==> config.mk <==
export PLATFORM = sky130hd
export DESIGN_NAME = hcos_top
export DESIGN_NICKNAME = d
export VERILOG_FILES = /design/src/logic/hcos_strap_latch.v /design/src/logic/hcos_top.v
export VERILOG_INCLUDE_DIRS = /design/src /design/src/logic
export SDC_FILE = /design/constraint.sdc
export NUM_CORES = 1
export LEC_CHECK = 0
export BUFFER_PORTS_ARGS = -buffer_cell sky130_fd_sc_hd__clkbuf_2
export CORE_MARGIN = 5
export CORE_UTILIZATION = 40
export CTS_BUF_LIST = sky130_fd_sc_hd__clkbuf_16
export CTS_CLUSTER_DIAMETER = 30
export DETAILED_ROUTE_END_ITERATION = 16
export MAX_ROUTING_LAYER = met4
export SLEW_MARGIN = 20
export SYNTH_ARGS = -nofsm -noshare
export SYNTH_HDL_FRONTEND = slang
export SYNTH_HIERARCHICAL = 1
export SYNTH_SLANG_ARGS = --single-unit
==> constraint.sdc <==
create_clock -name clk -period 3.21 [get_ports clk]
set_clock_uncertainty 0.2 [all_clocks]
set_input_delay 0.963 -clock clk [delete_from_list [all_inputs] [get_ports clk]]
set_output_delay 0.963 -clock clk [all_outputs]
set_load 0.005 [all_outputs]
==> src/logic/hcos_map.vh <==
// hcos_map.vh - constants of the hub configuration option select block
`ifndef HCOS_MAP_VH
`define HCOS_MAP_VH

// register byte offsets
`define HCOS_REG_VEND 5'h00
`define HCOS_REG_PROD 5'h04
`define HCOS_REG_REL 5'h08
`define HCOS_REG_OPT 5'h0C
`define HCOS_REG_CTRL 5'h10
`define HCOS_REG_STAT 5'h14

// option word fields
`define HCOS_OPT_SELF 0
`define HCOS_OPT_IND 1
`define HCOS_OPT_HSDIS 2
`define HCOS_OPT_MTT 3
`define HCOS_OPT_EOP 4
`define HCOS_OPT_SNS_LO 5
`define HCOS_OPT_SNS_HI 6
`define HCOS_OPT_GANG 7
`define HCOS_OPT_CMPD 8
`define HCOS_OPT_NREM_LO 9
`define HCOS_OPT_NREM_HI 12

// current sensing modes
`define HCOS_SNS_PORT 2'h0
`define HCOS_SNS_GANG 2'h1
`define HCOS_SNS_NONE 2'h2

// source select codes {hi,mid,lo}
`define HCOS_SRC_DEFAULT 3'h0
`define HCOS_SRC_EEPROM 3'h1
`define HCOS_SRC_MGMT 3'h2

// control bit: apply management image
`define HCOS_CTRL_APPLY 0

// eeprom byte positions
`define HCOS_EE_OPT_LO 3'h6
`define HCOS_EE_OPT_HI 3'h7

// reset values and sizes
`define HCOS_RST_WORD 16'h0000
`define HCOS_NP_BUFS 4'h4
`define HCOS_STRAP_W 10

`endif

==> src/logic/hcos_strap_latch.v <==
// hcos_strap_latch.v - captures strap levels once after reset release
`timescale 1ns/100ps
module hcos_strap_latch #(
	parameter WIDTH = 8
) (
	clk,
	reset_n,
	strap_in,
	strap_q,
	taken_q
);
	input wire clk;
	input wire reset_n;
	input wire [WIDTH-1:0] strap_in;
	output reg [WIDTH-1:0] strap_q;
	output reg taken_q;

	// first edge after release takes the pins, then holds
	always @(posedge clk or negedge reset_n) begin
		if (!reset_n) begin
			strap_q <= {WIDTH{1'b0}};
			taken_q <= 1'b0;
		end else if (!taken_q) begin
			strap_q <= strap_in;
			taken_q <= 1'b1;
		end
	end
endmodule // hcos_strap_latch

==> src/logic/hcos_top.v <==
// hcos_top.v - hub configuration source select and option apply
//
// Design decisions made here: the register offsets and the Avalon-MM interface to the registers.
`timescale 1ns/100ps
`include "hcos_map.vh"
module hcos_top #(
	parameter [15:0] DEF_VENDOR = 16'hA5A5, // arbitrary value
	parameter [15:0] DEF_PRODUCT = 16'h3C3C, // arbitrary value
	parameter [15:0] DEF_RELEASE = 16'h0000,
	parameter [2:0] PORTS = 3'h4
) (
	clk,
	reset_n,
	config_source_strap_hi,
	config_source_strap_mid,
	config_source_strap_lo,
	local_supply_detect,
	port_indicator_strap,
	multi_translator_strap,
	grouped_power_strap,
	non_removable_strap,
	host_force_single_tt,
	link_full_speed,
	ee_byte_valid,
	ee_byte_index,
	ee_byte_data,
	ee_load_done,
	avs_address,
	avs_read,
	avs_write,
	avs_writedata,
	avs_byteenable,
	avs_readdata,
	avs_waitrequest,
	config_valid,
	vendor_identifier,
	product_identifier,
	release_number,
	self_powered,
	port_indicators_en,
	full_speed_only,
	multi_tt,
	translator_count,
	np_buffers_per_tt,
	eop_at_eof1_en,
	current_sense_mode,
	ganged_power,
	compound_device,
	non_removable_ports
);
	input wire clk;
	input wire reset_n;
	input wire config_source_strap_hi;
	input wire config_source_strap_mid;
	input wire config_source_strap_lo;
	input wire local_supply_detect;
	input wire port_indicator_strap;
	input wire multi_translator_strap;
	input wire grouped_power_strap;
	input wire [1:0] non_removable_strap;
	input wire host_force_single_tt;
	input wire link_full_speed;
	input wire ee_byte_valid;
	input wire [2:0] ee_byte_index;
	input wire [7:0] ee_byte_data;
	input wire ee_load_done;
	input wire [4:0] avs_address;
	input wire avs_read;
	input wire avs_write;
	input wire [31:0] avs_writedata;
	input wire [3:0] avs_byteenable;
	output reg [31:0] avs_readdata;
	output reg avs_waitrequest;
	output reg config_valid;
	output reg [15:0] vendor_identifier;
	output reg [15:0] product_identifier;
	output reg [15:0] release_number;
	output reg self_powered;
	output reg port_indicators_en;
	output reg full_speed_only;
	output reg multi_tt;
	output reg [2:0] translator_count;
	output reg [3:0] np_buffers_per_tt;
	output reg eop_at_eof1_en;
	output reg [1:0] current_sense_mode;
	output reg ganged_power;
	output reg compound_device;
	output reg [3:0] non_removable_ports;

	// one-hot loader states
	localparam [2:0] ST_CAPTURE = 3'h1;
	localparam [2:0] ST_LOAD = 3'h2;
	localparam [2:0] ST_DONE = 3'h4;

	reg [2:0] state_q;
	reg [2:0] state_d;
	reg [15:0] img_vend_q;
	reg [15:0] img_prod_q;
	reg [15:0] img_rel_q;
	reg [15:0] img_opt_q;
	reg apply_q;
	wire [`HCOS_STRAP_W-1:0] strap_pins;
	wire [`HCOS_STRAP_W-1:0] strap_q;
	wire strap_taken;
	wire [2:0] src_sel;
	wire use_default;
	wire use_eeprom;
	wire use_mgmt;
	wire s_self;
	wire [1:0] s_nrem;
	reg [15:0] eff_vend;
	reg [15:0] eff_prod;
	reg [15:0] eff_rel;
	reg [15:0] eff_opt;
	reg [1:0] eff_sns;
	wire load_complete;
	wire bus_req;
	wire bus_ack;
	wire wr_ok;
	reg [31:0] rd_d;

	assign strap_pins = {config_source_strap_hi, config_source_strap_mid,
		config_source_strap_lo, local_supply_detect, port_indicator_strap,
		multi_translator_strap, grouped_power_strap, non_removable_strap,
		1'b0};

	// straps sampled once after reset release
	hcos_strap_latch #(
		.WIDTH(`HCOS_STRAP_W)
	) u_strap (
		.clk(clk),
		.reset_n(reset_n),
		.strap_in(strap_pins),
		.strap_q(strap_q),
		.taken_q(strap_taken)
	);

	// source decode; unknown codes fall back to defaults
	assign src_sel = strap_q[9:7];
	assign use_eeprom = (src_sel == `HCOS_SRC_EEPROM);
	assign use_mgmt = (src_sel == `HCOS_SRC_MGMT);
	assign use_default = !use_eeprom && !use_mgmt;
	assign s_self = strap_q[6]; // high means local power
	assign s_nrem = strap_q[2:1];

	// image complete for the selected source
	assign load_complete = use_default || (use_eeprom && ee_load_done) ||
		(use_mgmt && apply_q);

	// loader sequence: capture straps, wait image, hold
	always @* begin
		case (state_q)
			ST_CAPTURE: state_d = strap_taken ? ST_LOAD : ST_CAPTURE;
			ST_LOAD: state_d = load_complete ? ST_DONE : ST_LOAD;
			ST_DONE: state_d = ST_DONE;
			default: state_d = ST_CAPTURE;
		endcase
	end

	always @(posedge clk or negedge reset_n) begin
		if (!reset_n) begin
			state_q <= ST_CAPTURE;
		end else begin
			state_q <= state_d;
		end
	end

	// bus handshake: one wait cycle, then one ready cycle
	assign bus_req = avs_read || avs_write;
	assign bus_ack = bus_req && !avs_waitrequest;
	assign wr_ok = avs_write && bus_ack && use_mgmt &&
		(state_q == ST_LOAD);

	always @(posedge clk or negedge reset_n) begin
		if (!reset_n) begin
			avs_waitrequest <= 1'b1;
		end else begin
			avs_waitrequest <= !(bus_req && avs_waitrequest);
		end
	end

	// image words: management writes or eeprom bytes
	always @(posedge clk or negedge reset_n) begin
		if (!reset_n) begin
			img_vend_q <= `HCOS_RST_WORD;
			img_prod_q <= `HCOS_RST_WORD;
			img_rel_q <= `HCOS_RST_WORD;
			img_opt_q <= `HCOS_RST_WORD;
			apply_q <= 1'b0;
		end else if (wr_ok) begin
			if (avs_address == `HCOS_REG_VEND) begin
				if (avs_byteenable[0]) img_vend_q[7:0] <= avs_writedata[7:0];
				if (avs_byteenable[1]) img_vend_q[15:8] <= avs_writedata[15:8];
			end
			if (avs_address == `HCOS_REG_PROD) begin
				if (avs_byteenable[0]) img_prod_q[7:0] <= avs_writedata[7:0];
				if (avs_byteenable[1]) img_prod_q[15:8] <= avs_writedata[15:8];
			end
			if (avs_address == `HCOS_REG_REL) begin
				if (avs_byteenable[0]) img_rel_q[7:0] <= avs_writedata[7:0];
				if (avs_byteenable[1]) img_rel_q[15:8] <= avs_writedata[15:8];
			end
			if (avs_address == `HCOS_REG_OPT) begin
				if (avs_byteenable[0]) img_opt_q[7:0] <= avs_writedata[7:0];
				if (avs_byteenable[1]) img_opt_q[15:8] <= avs_writedata[15:8];
			end
			if (avs_address == `HCOS_REG_CTRL && avs_byteenable[0]) begin
				apply_q <= avs_writedata[`HCOS_CTRL_APPLY];
			end
		end else if (ee_byte_valid && use_eeprom && state_q == ST_LOAD) begin
			case (ee_byte_index)
				3'h0: img_vend_q[7:0] <= ee_byte_data;
				3'h1: img_vend_q[15:8] <= ee_byte_data;
				3'h2: img_prod_q[7:0] <= ee_byte_data;
				3'h3: img_prod_q[15:8] <= ee_byte_data;
				3'h4: img_rel_q[7:0] <= ee_byte_data;
				3'h5: img_rel_q[15:8] <= ee_byte_data;
				`HCOS_EE_OPT_LO: img_opt_q[7:0] <= ee_byte_data;
				`HCOS_EE_OPT_HI: img_opt_q[15:8] <= ee_byte_data;
				default: img_opt_q <= img_opt_q;
			endcase
		end
	end

	// effective configuration from the chosen source
	always @* begin
		eff_opt = img_opt_q;
		eff_vend = img_vend_q;
		eff_prod = img_prod_q;
		eff_rel = img_rel_q;
		if (use_default) begin
			eff_vend = DEF_VENDOR;
			eff_prod = DEF_PRODUCT;
			eff_rel = DEF_RELEASE;
			eff_opt = 16'h0000;
			eff_opt[`HCOS_OPT_SELF] = s_self;
			eff_opt[`HCOS_OPT_IND] = strap_q[5];
			eff_opt[`HCOS_OPT_MTT] = strap_q[4];
			eff_opt[`HCOS_OPT_GANG] = strap_q[3];
			// ganged when self-powered, none when bus-powered
			eff_opt[`HCOS_OPT_SNS_HI:`HCOS_OPT_SNS_LO] = s_self ?
				`HCOS_SNS_GANG : `HCOS_SNS_NONE;
			eff_opt[`HCOS_OPT_NREM_LO+1:`HCOS_OPT_NREM_LO] = s_nrem;
			eff_opt[`HCOS_OPT_CMPD] = |s_nrem;
		end
		// no sensing is refused while self-powered
		eff_sns = eff_opt[`HCOS_OPT_SNS_HI:`HCOS_OPT_SNS_LO];
		if (eff_sns != `HCOS_SNS_PORT && eff_sns != `HCOS_SNS_GANG &&
			eff_opt[`HCOS_OPT_SELF]) begin
			eff_sns = `HCOS_SNS_GANG;
		end else if (eff_sns != `HCOS_SNS_PORT &&
			eff_sns != `HCOS_SNS_GANG) begin
			eff_sns = `HCOS_SNS_NONE;
		end
	end

	// configuration outputs, set once the image is complete
	always @(posedge clk or negedge reset_n) begin
		if (!reset_n) begin
			config_valid <= 1'b0;
			vendor_identifier <= `HCOS_RST_WORD;
			product_identifier <= `HCOS_RST_WORD;
			release_number <= `HCOS_RST_WORD;
			self_powered <= 1'b0;
			port_indicators_en <= 1'b0;
			full_speed_only <= 1'b0;
			current_sense_mode <= `HCOS_SNS_NONE;
			ganged_power <= 1'b0;
			compound_device <= 1'b0;
			non_removable_ports <= 4'h0;
		end else if (state_q == ST_LOAD && load_complete) begin
			config_valid <= 1'b1;
			vendor_identifier <= eff_vend;
			product_identifier <= eff_prod;
			release_number <= eff_rel;
			self_powered <= eff_opt[`HCOS_OPT_SELF];
			port_indicators_en <= eff_opt[`HCOS_OPT_IND];
			full_speed_only <= eff_opt[`HCOS_OPT_HSDIS];
			current_sense_mode <= eff_sns;
			ganged_power <= eff_opt[`HCOS_OPT_GANG];
			compound_device <= eff_opt[`HCOS_OPT_CMPD];
			non_removable_ports <=
				eff_opt[`HCOS_OPT_NREM_HI:`HCOS_OPT_NREM_LO];
		end
	end

	// translator mode; host may force single at any time
	always @(posedge clk or negedge reset_n) begin
		if (!reset_n) begin
			multi_tt <= 1'b0;
			translator_count <= 3'h0;
			np_buffers_per_tt <= 4'h0;
			eop_at_eof1_en <= 1'b0;
		end else if (config_valid) begin
			multi_tt <= img_opt_eff_mtt(use_default, strap_q[4],
				img_opt_q[`HCOS_OPT_MTT]) && !host_force_single_tt;
			translator_count <= (img_opt_eff_mtt(use_default, strap_q[4],
				img_opt_q[`HCOS_OPT_MTT]) && !host_force_single_tt) ?
				PORTS : 3'h1;
			np_buffers_per_tt <= `HCOS_NP_BUFS;
			// early EOP only on a full-speed link
			eop_at_eof1_en <= !use_default && img_opt_q[`HCOS_OPT_EOP] &&
				(full_speed_only || link_full_speed);
		end
	end

	// multi-translator choice by source
	function img_opt_eff_mtt;
		input dflt;
		input strap_bit;
		input img_bit;
		begin
			img_opt_eff_mtt = dflt ? strap_bit : img_bit;
		end
	endfunction

	// register read mux
	always @* begin
		rd_d = 32'h00000000;
		case (avs_address)
			`HCOS_REG_VEND: rd_d[15:0] = use_mgmt ? img_vend_q : vendor_identifier;
			`HCOS_REG_PROD: rd_d[15:0] = use_mgmt ? img_prod_q : product_identifier;
			`HCOS_REG_REL: rd_d[15:0] = use_mgmt ? img_rel_q : release_number;
			`HCOS_REG_OPT: rd_d[15:0] = img_opt_q;
			`HCOS_REG_CTRL: rd_d[`HCOS_CTRL_APPLY] = apply_q;
			`HCOS_REG_STAT: rd_d = {16'h0000, config_valid, src_sel,
				non_removable_ports, compound_device, ganged_power,
				current_sense_mode, multi_tt, full_speed_only,
				port_indicators_en, self_powered};
			default: rd_d = 32'h00000000;
		endcase
	end

	// read data loaded as waitrequest falls
	always @(posedge clk or negedge reset_n) begin
		if (!reset_n) begin
			avs_readdata <= 32'h00000000;
		end else if (avs_read && avs_waitrequest) begin
			avs_readdata <= rd_d;
		end
	end
endmodule // hcos_top

Word level (Yosys, flattened, before mapping)
Index checks and enable logic that the tools add are counted.
W data, S select, Z words.
{ "word_totals": {"ff_bits": 161} }
{ "op_classes": {"eq_ne": 24, "muxes": 39, "n_reduce_logical": 50} }
{ "op_table": {"columns": ["op", "n"], "rows": [
  ["$mux W16", 18],
  ["$mux W8", 10],
  ["$pmux W15 S5", 1],
  ["$reduce_and A4 Y1", 8],
  ["$reduce_bool A2 Y1", 10],
  ["$logic_and A1 B1 Y1", 18],
  ["$eq A3 B3 Y1 const B", 5],
  ["$mux W13", 1],
  ["$eq A3 B2 Y1 const B", 4],
  ["$eq A5 B4 Y1 const B", 2],
  ["$eq A5 B5 Y1 const B", 2],
  ["$ne A2 B1 Y1 const B", 5],
  ["$eq A3 B1 Y1 const B", 3],
  ["$pmux W3 S3", 1],
  ["$mux W2", 4],
  ["$logic_not A1 Y1", 6],
  ["$mux W3", 2],
  ["$pmux W1 S6", 1],
  ["$eq A5 B3 Y1 const B", 1],
  ["$logic_not A5 Y1", 1],
  ["$logic_or A1 B1 Y1", 4],
  ["$ne A2 B2 Y1 const B", 2],
  ["$logic_not A3 Y1", 1],
  ["$reduce_and A2 Y1", 1],
  ["other kinds (2)", 2]
]} }

Longest topological paths before layout
Gate-level depths: netlist of run 1.
{ "depth": {"depth_word": 8, "depth_mapped": 7, "depth_no_buf": 4} }

Modules after synthesis
Netlist of run 1, hierarchy kept.
{ "by_module_without_submodules": {"columns": ["mod", "instances", "cells_per_inst", "area_each_um2"], "rows": [
  ["hcos_top", 1, 703, 7572.3],
  ["hcos_strap_latch", 1, 23, 440.4]
]} }

Worst setup path before layout of run 1
No wires, ideal clock.
{ "synth_timing": {"path_kind": "input port to flip-flop", "startpoint": "in avs_address[4]", "endpoint": "reg img_vend_q[10]", "setup_ns": 0.125, "t_arrival_ns": 2.328, "path_slack_ns": 0.558, "path_stages": 4, "path_cell_list": "nor3_1 -> a41oi_1 -> nor3_2 -> mux2_2"} }
{ "synth_between": {"elab_chain_len": 3} }
{ "synth_lines": {"columns": ["element", "line_no", "text"], "rows": [
  ["from (decl)", "hcos_top.v:67", "input wire [4:0] avs_address;"],
  ["$logic_not A5 Y1", null, null],
  ["$ne A2 B1 Y1 (no line)", null, null],
  ["$reduce_and A4 Y1 (no line)", null, null],
  ["to (signal assigned)", "hcos_top.v:185", "img_vend_q <= `HCOS_RST_WORD;"],
  ["to (signal assigned)", "hcos_top.v:193", "if (avs_byteenable[1]) img_vend_q[15:8] <= avs_writedata[15:8];"],
  ["to (signal assigned)", "hcos_top.v:213", "3'h1: img_vend_q[15:8] <= ee_byte_data;"],
  ["to (decl)", "hcos_top.v:97", "reg [15:0] img_vend_q;"]
]} }
Every way passes these cells.
A chain may end at the register's enable or synchronous reset.

Final worst setup path of run 1
{ "layout_timing": {"startpoint": "reg u_strap.strap_q[7]", "endpoint": "reg avs_readdata[8]"} }
{ "layout_between": {"elab_chain_len": 3, "word_cells_on_any_way": 5, "cone_classes": "eq/ne: 1; mux: 4"} }
{ "layout_lines": {"columns": ["element", "line_no", "text"], "rows": [
  ["from (decl)", "hcos_strap_latch.v:15", "output reg [WIDTH-1:0] strap_q;"],
  ["from (signal assigned)", "hcos_strap_latch.v:21", "strap_q <= {WIDTH{1'b0}};"],
  ["from (signal assigned)", "hcos_strap_latch.v:24", "strap_q <= strap_in;"],
  ["$eq A3 B2 Y1 (no line) *", null, null],
  ["$mux W16, on equally long branches", "hcos_top.v:323, hcos_top.v:321, hcos_top.v:322", null],
  ["$pmux W15 S5 *", "hcos_top.v:320", "case (avs_address)"],
  ["to (signal assigned)", "hcos_top.v:339", "avs_readdata <= rd_d;"],
  ["to (decl)", "hcos_top.v:72", "output reg [31:0] avs_readdata;"]
]} }
Every way passes the cells marked *; elsewhere a longest branch is shown, timed or not.

==> reports/results.tsv, run 1 <==
stage	metric	value	unit
clock_network	root_buffer	sky130_fd_sc_hd__clkbuf_16	
yosys	postSynthAreaPerCell	11.0	um^2
critical_path	r2r_start	u_strap/strap_q[7]	
floorplan	coreArea	19500	um^2
placed_design	placement.io_buffers	132	
floorplan	dieArea	22900	um^2
routing	wire_per_inst	21.9	um
clock_network	htree_levels	4	
clock_network	cts_buffer_depth	2	
routing	overall_via_count_from_detail_route	6348	
worst_hold_path	hold_end	np_buffers_per_tt[2]	
clock_network	cts.repair.resized	0	
routing	post_detailed_route_count_of_antenna_violating_nets	0	
pwr	p_switching	1770	uW
yosys	mappedNetlistArea	7970	um^2
timing	timing.final.hold_violations	0	
pwr	share_seq_of_total_power	0.430	
placed_design	dpl.hpwl	17.1	mm
timing	worst_slew_pin_slew	874	ps
timing	unrepaired_setup_endpoints_after_global_routing	no	
global_route	wire_length_of_the_first_global_routing_pass	38.2	mm
global_route	use_met2	0.367	
routing	total_routed_wirelength	24.9	mm
pwr	share_clk_of_total_power	0.375	
clock_network	cts_hold_buf	0	
timing	fin_crit_sh	0.818	
timing	hold-worst-slack	270	ps
critical_path	cp.required	3320	ps
floorplan	ios	171	
yosys	synth-warning-count	6	
floorplan	core.rowCount	51	
worst_hold_path	min_path_cells	1	
critical_path	timing.critical_path.to_type	register	
finish	antenna-diode-count	0	
routing	detail_route.iter0.violations	513	
routing	drcViolationCount	0	
global_route	grt_antenna_before_repair	0	
routing	firstDrtPassIters	5	
global_route	met3_routing_resource_usage_after_global_routing	0.0506	
finish	flow.area_growth_from_synthesis	21.5	%
timing	final_total_negative_setup_slack	0	ps
floorplan	fp.dieH	151	um
global_route	pin_count_of_the_biggest_net_entering_global_routing	66	
routing	route.detailed.vias_per_inst	5.56	
floorplan	initial_core_util	0.408	
global_route	grt_pass1_vias	6445	
pwr	power_per_cell_area	611	nW/um^2
floorplan	die-width	151	um
clock_network	clock_sinks	159	
clock_network	insertion_delay	420	ps
critical_path	critical_setup_path_class	register to register	
clock_network	postCtsSetupRepairBufs	0	
finish	layout-drive-gt1-share	0.358	
clock_network	clk_pin_slew	70	ps
timing	maxClockFrequency	381	MHz
pwr	static_leakage	0.00468	uW
timing	report.final.slew_viol_count	0	
critical_path	worstSetupStartpointType	register	
critical_path	worst_r2r_endpoint	avs_readdata[8]	
job	max-cap-violations	0	
critical_path	ff2ff_path_depth	5	
global_route	grt_busiest_layer	met2	
pwr	comb_power_share	0.195	
worst_hold_path	worst_hold_startpoint	np_buffers_per_tt[2]	
timing	timing.final.crit_period	2630	ps
global_route	grt_util_all_layers	0.230	
critical_path	arrival	2740	ps
pwr	power.internal	4140	uW
pwr	irDropWorstVdd	416	uV
placed_design	gp_routability_congestion	0.894	
yosys	synth_cells	724	
timing	relSlewSlack	0.417	
finish	finish.net_count	932	
finish	layout.filler_cells	1824	
critical_path	worstPathMaxFanout	21	
pwr	sw_frac_of_total	0.299	
clock_network	tritoncts	done	
run_status	status	finished clean	
global_route	gr-total-overflow	0	
worst_hold_path	hold_class	register to register	
global_route	grt.met1_usage	0.295	
timing	finalSetupViolations	0	
clock_network	cts_inserted_buffers	17	
critical_path	worst-r2r-setup-slack	580	ps
[registers in the layout (all words and copies together) (netlist names), 4 cells and up]
register,flops
non_removable_ports,4
img_rel_q,16
img_prod_q,16
vendor_identifier,16
u_strap/strap_q,9
release_number,16
img_opt_q,16
product_identifier,16
img_vend_q,16
avs_readdata,16
[layout make-up]
| type | instances | area [um^2] | share of cell area |
|---|---|---|---|
| clock inverter | 15 | 218 | 0.0225 |
| multi-input combinational | 513 | 3690 | 0.381 |
| tap | 265 | 332 | 0.0342 |
| inverter | 2 | 7.51 | 0.000775 |
| clock buffer | 17 | 425 | 0.0439 |
| timing repair buffer | 170 | 1030 | 0.106 |
| sequential | 159 | 3980 | 0.411 |
[power groups by stage]
| stage | Combinational, uW | Sequential, uW | Clock [uW] |
|---|---|---|---|
| 2_1_floorplan | 637 | 2510 | 0 |
| 3_3_place_gp | 1150 | 2570 | 0 |
| 3_5_place_dp | 1170 | 2570 | 0 |
| 4_1_cts | 1180 | 2540 | 2240 |
| 5_1_grt | 1280 | 2580 | 2330 |
| 6_report | 1150 | 2540 | 2220 |
[through the flow]
| step | cells | utilization | worst slack, ps | area [um^2] | total power (uW) |
|---|---|---|---|---|---|
| 2_1_floorplan | 743 | - | 558 | 8040 | 3140 |
| 3_3_place_gp | 1109 | 0.463 | 315 | 9040 | 3720 |
| 3_5_place_dp | 1109 | 0.463 | 313 | 9040 | 3740 |
| 4_1_cts | 1141 | 0.496 | 572 | 9680 | 5960 |
| 5_1_grt | 1141 | 0.496 | 457 | 9680 | 6200 |
| 6_report | 1141 | 0.496 | 584 | 9680 | 5910 |
[worst max-delay path by stage]
| stage | slack [ps] | cells past startpoint | endpoint | start |
|---|---|---|---|---|
| after floorplan | 560 | 4 | img_vend_q[10] | avs_address[4] |
| after global routing | 460 | 6 | product_identifier[12] | u_strap/strap_q[7] |
| after detailed placement | 310 | 5 | avs_readdata[14] | avs_address[0] |
| after global placement | 310 | 5 | avs_readdata[6] | avs_address[0] |
| final | 580 | 5 | avs_readdata[8] | u_strap/strap_q[7] |
| after CTS | 570 | 5 | avs_readdata[8] | u_strap/strap_q[7] |
[cells in the final DEF (no fill, tap or decap), types with 5 or more instances in the layout]
cell and instances:
sky130_fd_sc_hd__o22ai_1 16, sky130_fd_sc_hd__nand4_1 8, sky130_fd_sc_hd__mux2i_1 39, sky130_fd_sc_hd__o32a_1 15, sky130_fd_sc_hd__o21ai_1 11, sky130_fd_sc_hd__mux2_4 18
sky130_fd_sc_hd__a21oi_1 20, sky130_fd_sc_hd__clkbuf_2 131, sky130_fd_sc_hd__dfrtp_1 156, sky130_fd_sc_hd__nor2_1 21, sky130_fd_sc_hd__buf_4 32, sky130_fd_sc_hd__and2_1 17
sky130_fd_sc_hd__a221o_1 15, sky130_fd_sc_hd__buf_12 6, sky130_fd_sc_hd__mux2_2 74, sky130_fd_sc_hd__nand2_1 71, sky130_fd_sc_hd__nand2b_1 8, sky130_fd_sc_hd__bufinv_16 5
sky130_fd_sc_hd__o21ai_0 107, sky130_fd_sc_hd__conb_1 21, sky130_fd_sc_hd__a21oi_2 7, sky130_fd_sc_hd__clkbuf_16 17
[critical path, stage by stage, from the launching register on]
cell and delay [ps]:
sky130_fd_sc_hd__dfrtp_1 480, sky130_fd_sc_hd__or3b_2 780, sky130_fd_sc_hd__buf_12 280, sky130_fd_sc_hd__mux2i_1 220, sky130_fd_sc_hd__o22ai_1 180, sky130_fd_sc_hd__o32a_1 350
[layer usage]
layer  vias to the layer above  part of all wire
met2                       239              0.48
met3                        43             0.066
met4                         0             0.028
li1                       2877                 -
met1                      3189              0.43
met5                         -                 0
Note: power is estimated with default switching activity, not from simulation.
==> inputs of run 2 (changes only) <==
clock period = 2.64 ns   (was 3.21 ns; I/O delays follow)
==> run 2 against run 1 <==
Effect of this change:
- cell count up 0.53%
- sequential share of layout area down 0.59 points
- die area unchanged
- register-to-register slack worse by 330 ps
- via count down 0.50%
- clock-buffer cell count unchanged
- worst setup slack worse by 330 ps
- critical path type unchanged
==> reports/results.tsv, run 2 (same netlist as run 1, synthesis figures left out) <==
stage	metric	value	unit
routing	total_routed_wirelength	25.0	mm
critical_path	worstSetupStartpointType	register	
routing	route.detailed.vias_per_inst	5.51	
finish	top_library_cells_by_usage_in_the_layout_fill_and_taps_aside	156 x sky130_fd_sc_hd__dfrtp_1, 131 x sky130_fd_sc_hd__clkbuf_2, 107 x sky130_fd_sc_hd__o21ai_0, 74 x sky130_fd_sc_hd__mux2_2, 71 x sky130_fd_sc_hd__nand2_1	
routing	detail_route.iter0.violations	370	
timing	timing.final.crit_period	2380	ps
timing	maxClockFrequency	420	MHz
pwr	irDropWorstVdd	566	uV
floorplan	die-width	151	um
timing	final_total_negative_setup_slack	0	ps
critical_path	timing.critical_path.to_type	register	
finish	antenna-diode-count	0	
clock_network	cts_hold_buf	0	
timing	setup_slack	258	ps
timing	worst_slew_pin_slew	684	ps
pwr	power_per_cell_area	718	nW/um^2
global_route	grt_pass1_vias	6433	
routing	drcViolationCount	0	
critical_path	worstPathMaxFanout	17	
routing	overall_via_count_from_detail_route	6316	
clock_network	htree_levels	4	
floorplan	core.rowCount	51	
clock_network	cts_buffer_depth	2	
clock_network	cts_inserted_buffers	17	
clock_network	tritoncts	done	
global_route	gr-total-overflow	0	
finish	final_common_cell	sky130_fd_sc_hd__dfrtp_1	
job	max-cap-violations	0	
timing	report.final.slew_viol_count	0	
run_status	status	finished clean	
timing	relSlewSlack	0.544	
timing	finalSetupViolations	0	
routing	wire_per_inst	21.8	um
critical_path	cp.required	2740	ps
timing	timing.final.hold_violations	0	
placed_design	detailedPlace.worstSlack	48.5	ps
clock_network	clk_pin_slew	60	ps
clock_network	insertion_delay	420	ps
global_route	pin_count_of_the_biggest_net_entering_global_routing	61	
finish	layout-drive-gt1-share	0.364	
global_route	grt_util_all_layers	0.229	
timing	fin_crit_sh	0.902	
pwr	static_leakage	0.00473	uW
placed_design	placement.io_buffers	132	
finish	finish.net_count	940	
global_route	wire_length_of_the_first_global_routing_pass	38.2	mm
finish	flow.area_growth_from_synthesis	23.2	%
critical_path	arrival	2490	ps
critical_path	critical_setup_path_class	register to register	
routing	post_detailed_route_count_of_antenna_violating_nets	0	
floorplan	ios	171	
floorplan	fp.dieH	151	um
global_route	grt_antenna_before_repair	0	
placed_design	dpl.hpwl	17.5	mm
worst_hold_path	hold_class	input pin to async pin	
clock_network	cts.repair.resized	0	
clock_network	postCtsSetupRepairBufs	0	
timing	unrepaired_setup_endpoints_after_global_routing	no	
floorplan	coreArea	19500	um^2
clock_network	clock_sinks	159	
clock_network	root_buffer	sky130_fd_sc_hd__clkbuf_16	
finish	postLayoutCoreUtil	0.503	
floorplan	dieArea	22900	um^2
placed_design	gp_routability_congestion	0.879	
routing	firstDrtPassIters	5	
floorplan	initial_core_util	0.408	
-- run 2: worst paths after layout --
kind	start	to	slack, ps	depth (start not counted)
max	state_q[2]	img_rel_q[5]	260	4
min in group clk	np_buffers_per_tt[2]	np_buffers_per_tt[2]	280	1
min	reset_n	u_strap/strap_q[2]	80	1
min reg2reg	np_buffers_per_tt[2]	np_buffers_per_tt[2]	280	1
max reg2reg	state_q[2]	img_rel_q[5]	260	4
max in group asynchronous	reset_n	current_sense_mode[1]	1500	2
-- run 2: critical path: stages (launching register included) --
cell and delay (ps):
sky130_fd_sc_hd__dfrtp_1 440, sky130_fd_sc_hd__or3b_2 480, sky130_fd_sc_hd__nand3b_4 360, sky130_fd_sc_hd__mux2_2 470, sky130_fd_sc_hd__mux2_2 300
-- run 2: layout make-up --
class                      count  area (um^2)
tap                          265          332
fill                        1784         9700
timing repair buffer         178         1210
inverter                       2         7.51
sequential                   159         3980
clock inverter                13          174
multi-input combinational    513         3690
clock buffer                  17          425
-- run 2: where the power goes --
| part | internal [uW] | switching [uW] | leakage, uW |
|---|---|---|---|
| sequential | 2770 | 319 | 0.00213 |
| combinational | 610 | 805 | 0.00232 |
| clock | 1560 | 988 | 0.000289 |
-- run 2: routing by layer --
metal  global-route usage  share of wire
met1                0.293           0.42
met2                0.362           0.49
met3               0.0551          0.068
met4               0.0730          0.021
met5                    -              0
-- run 2: metrics by stage --
step	area, um^2	total power (uW)	hold WS (ps)	cells
2_1_floorplan	8040	3820	262	743
3_3_place_gp	9230	4550	251	1117
3_5_place_dp	9230	4570	253	1117
4_1_cts	9830	7120	83.7	1147
5_1_grt	9830	7430	98.9	1147
6_report	9830	7060	78.7	1147
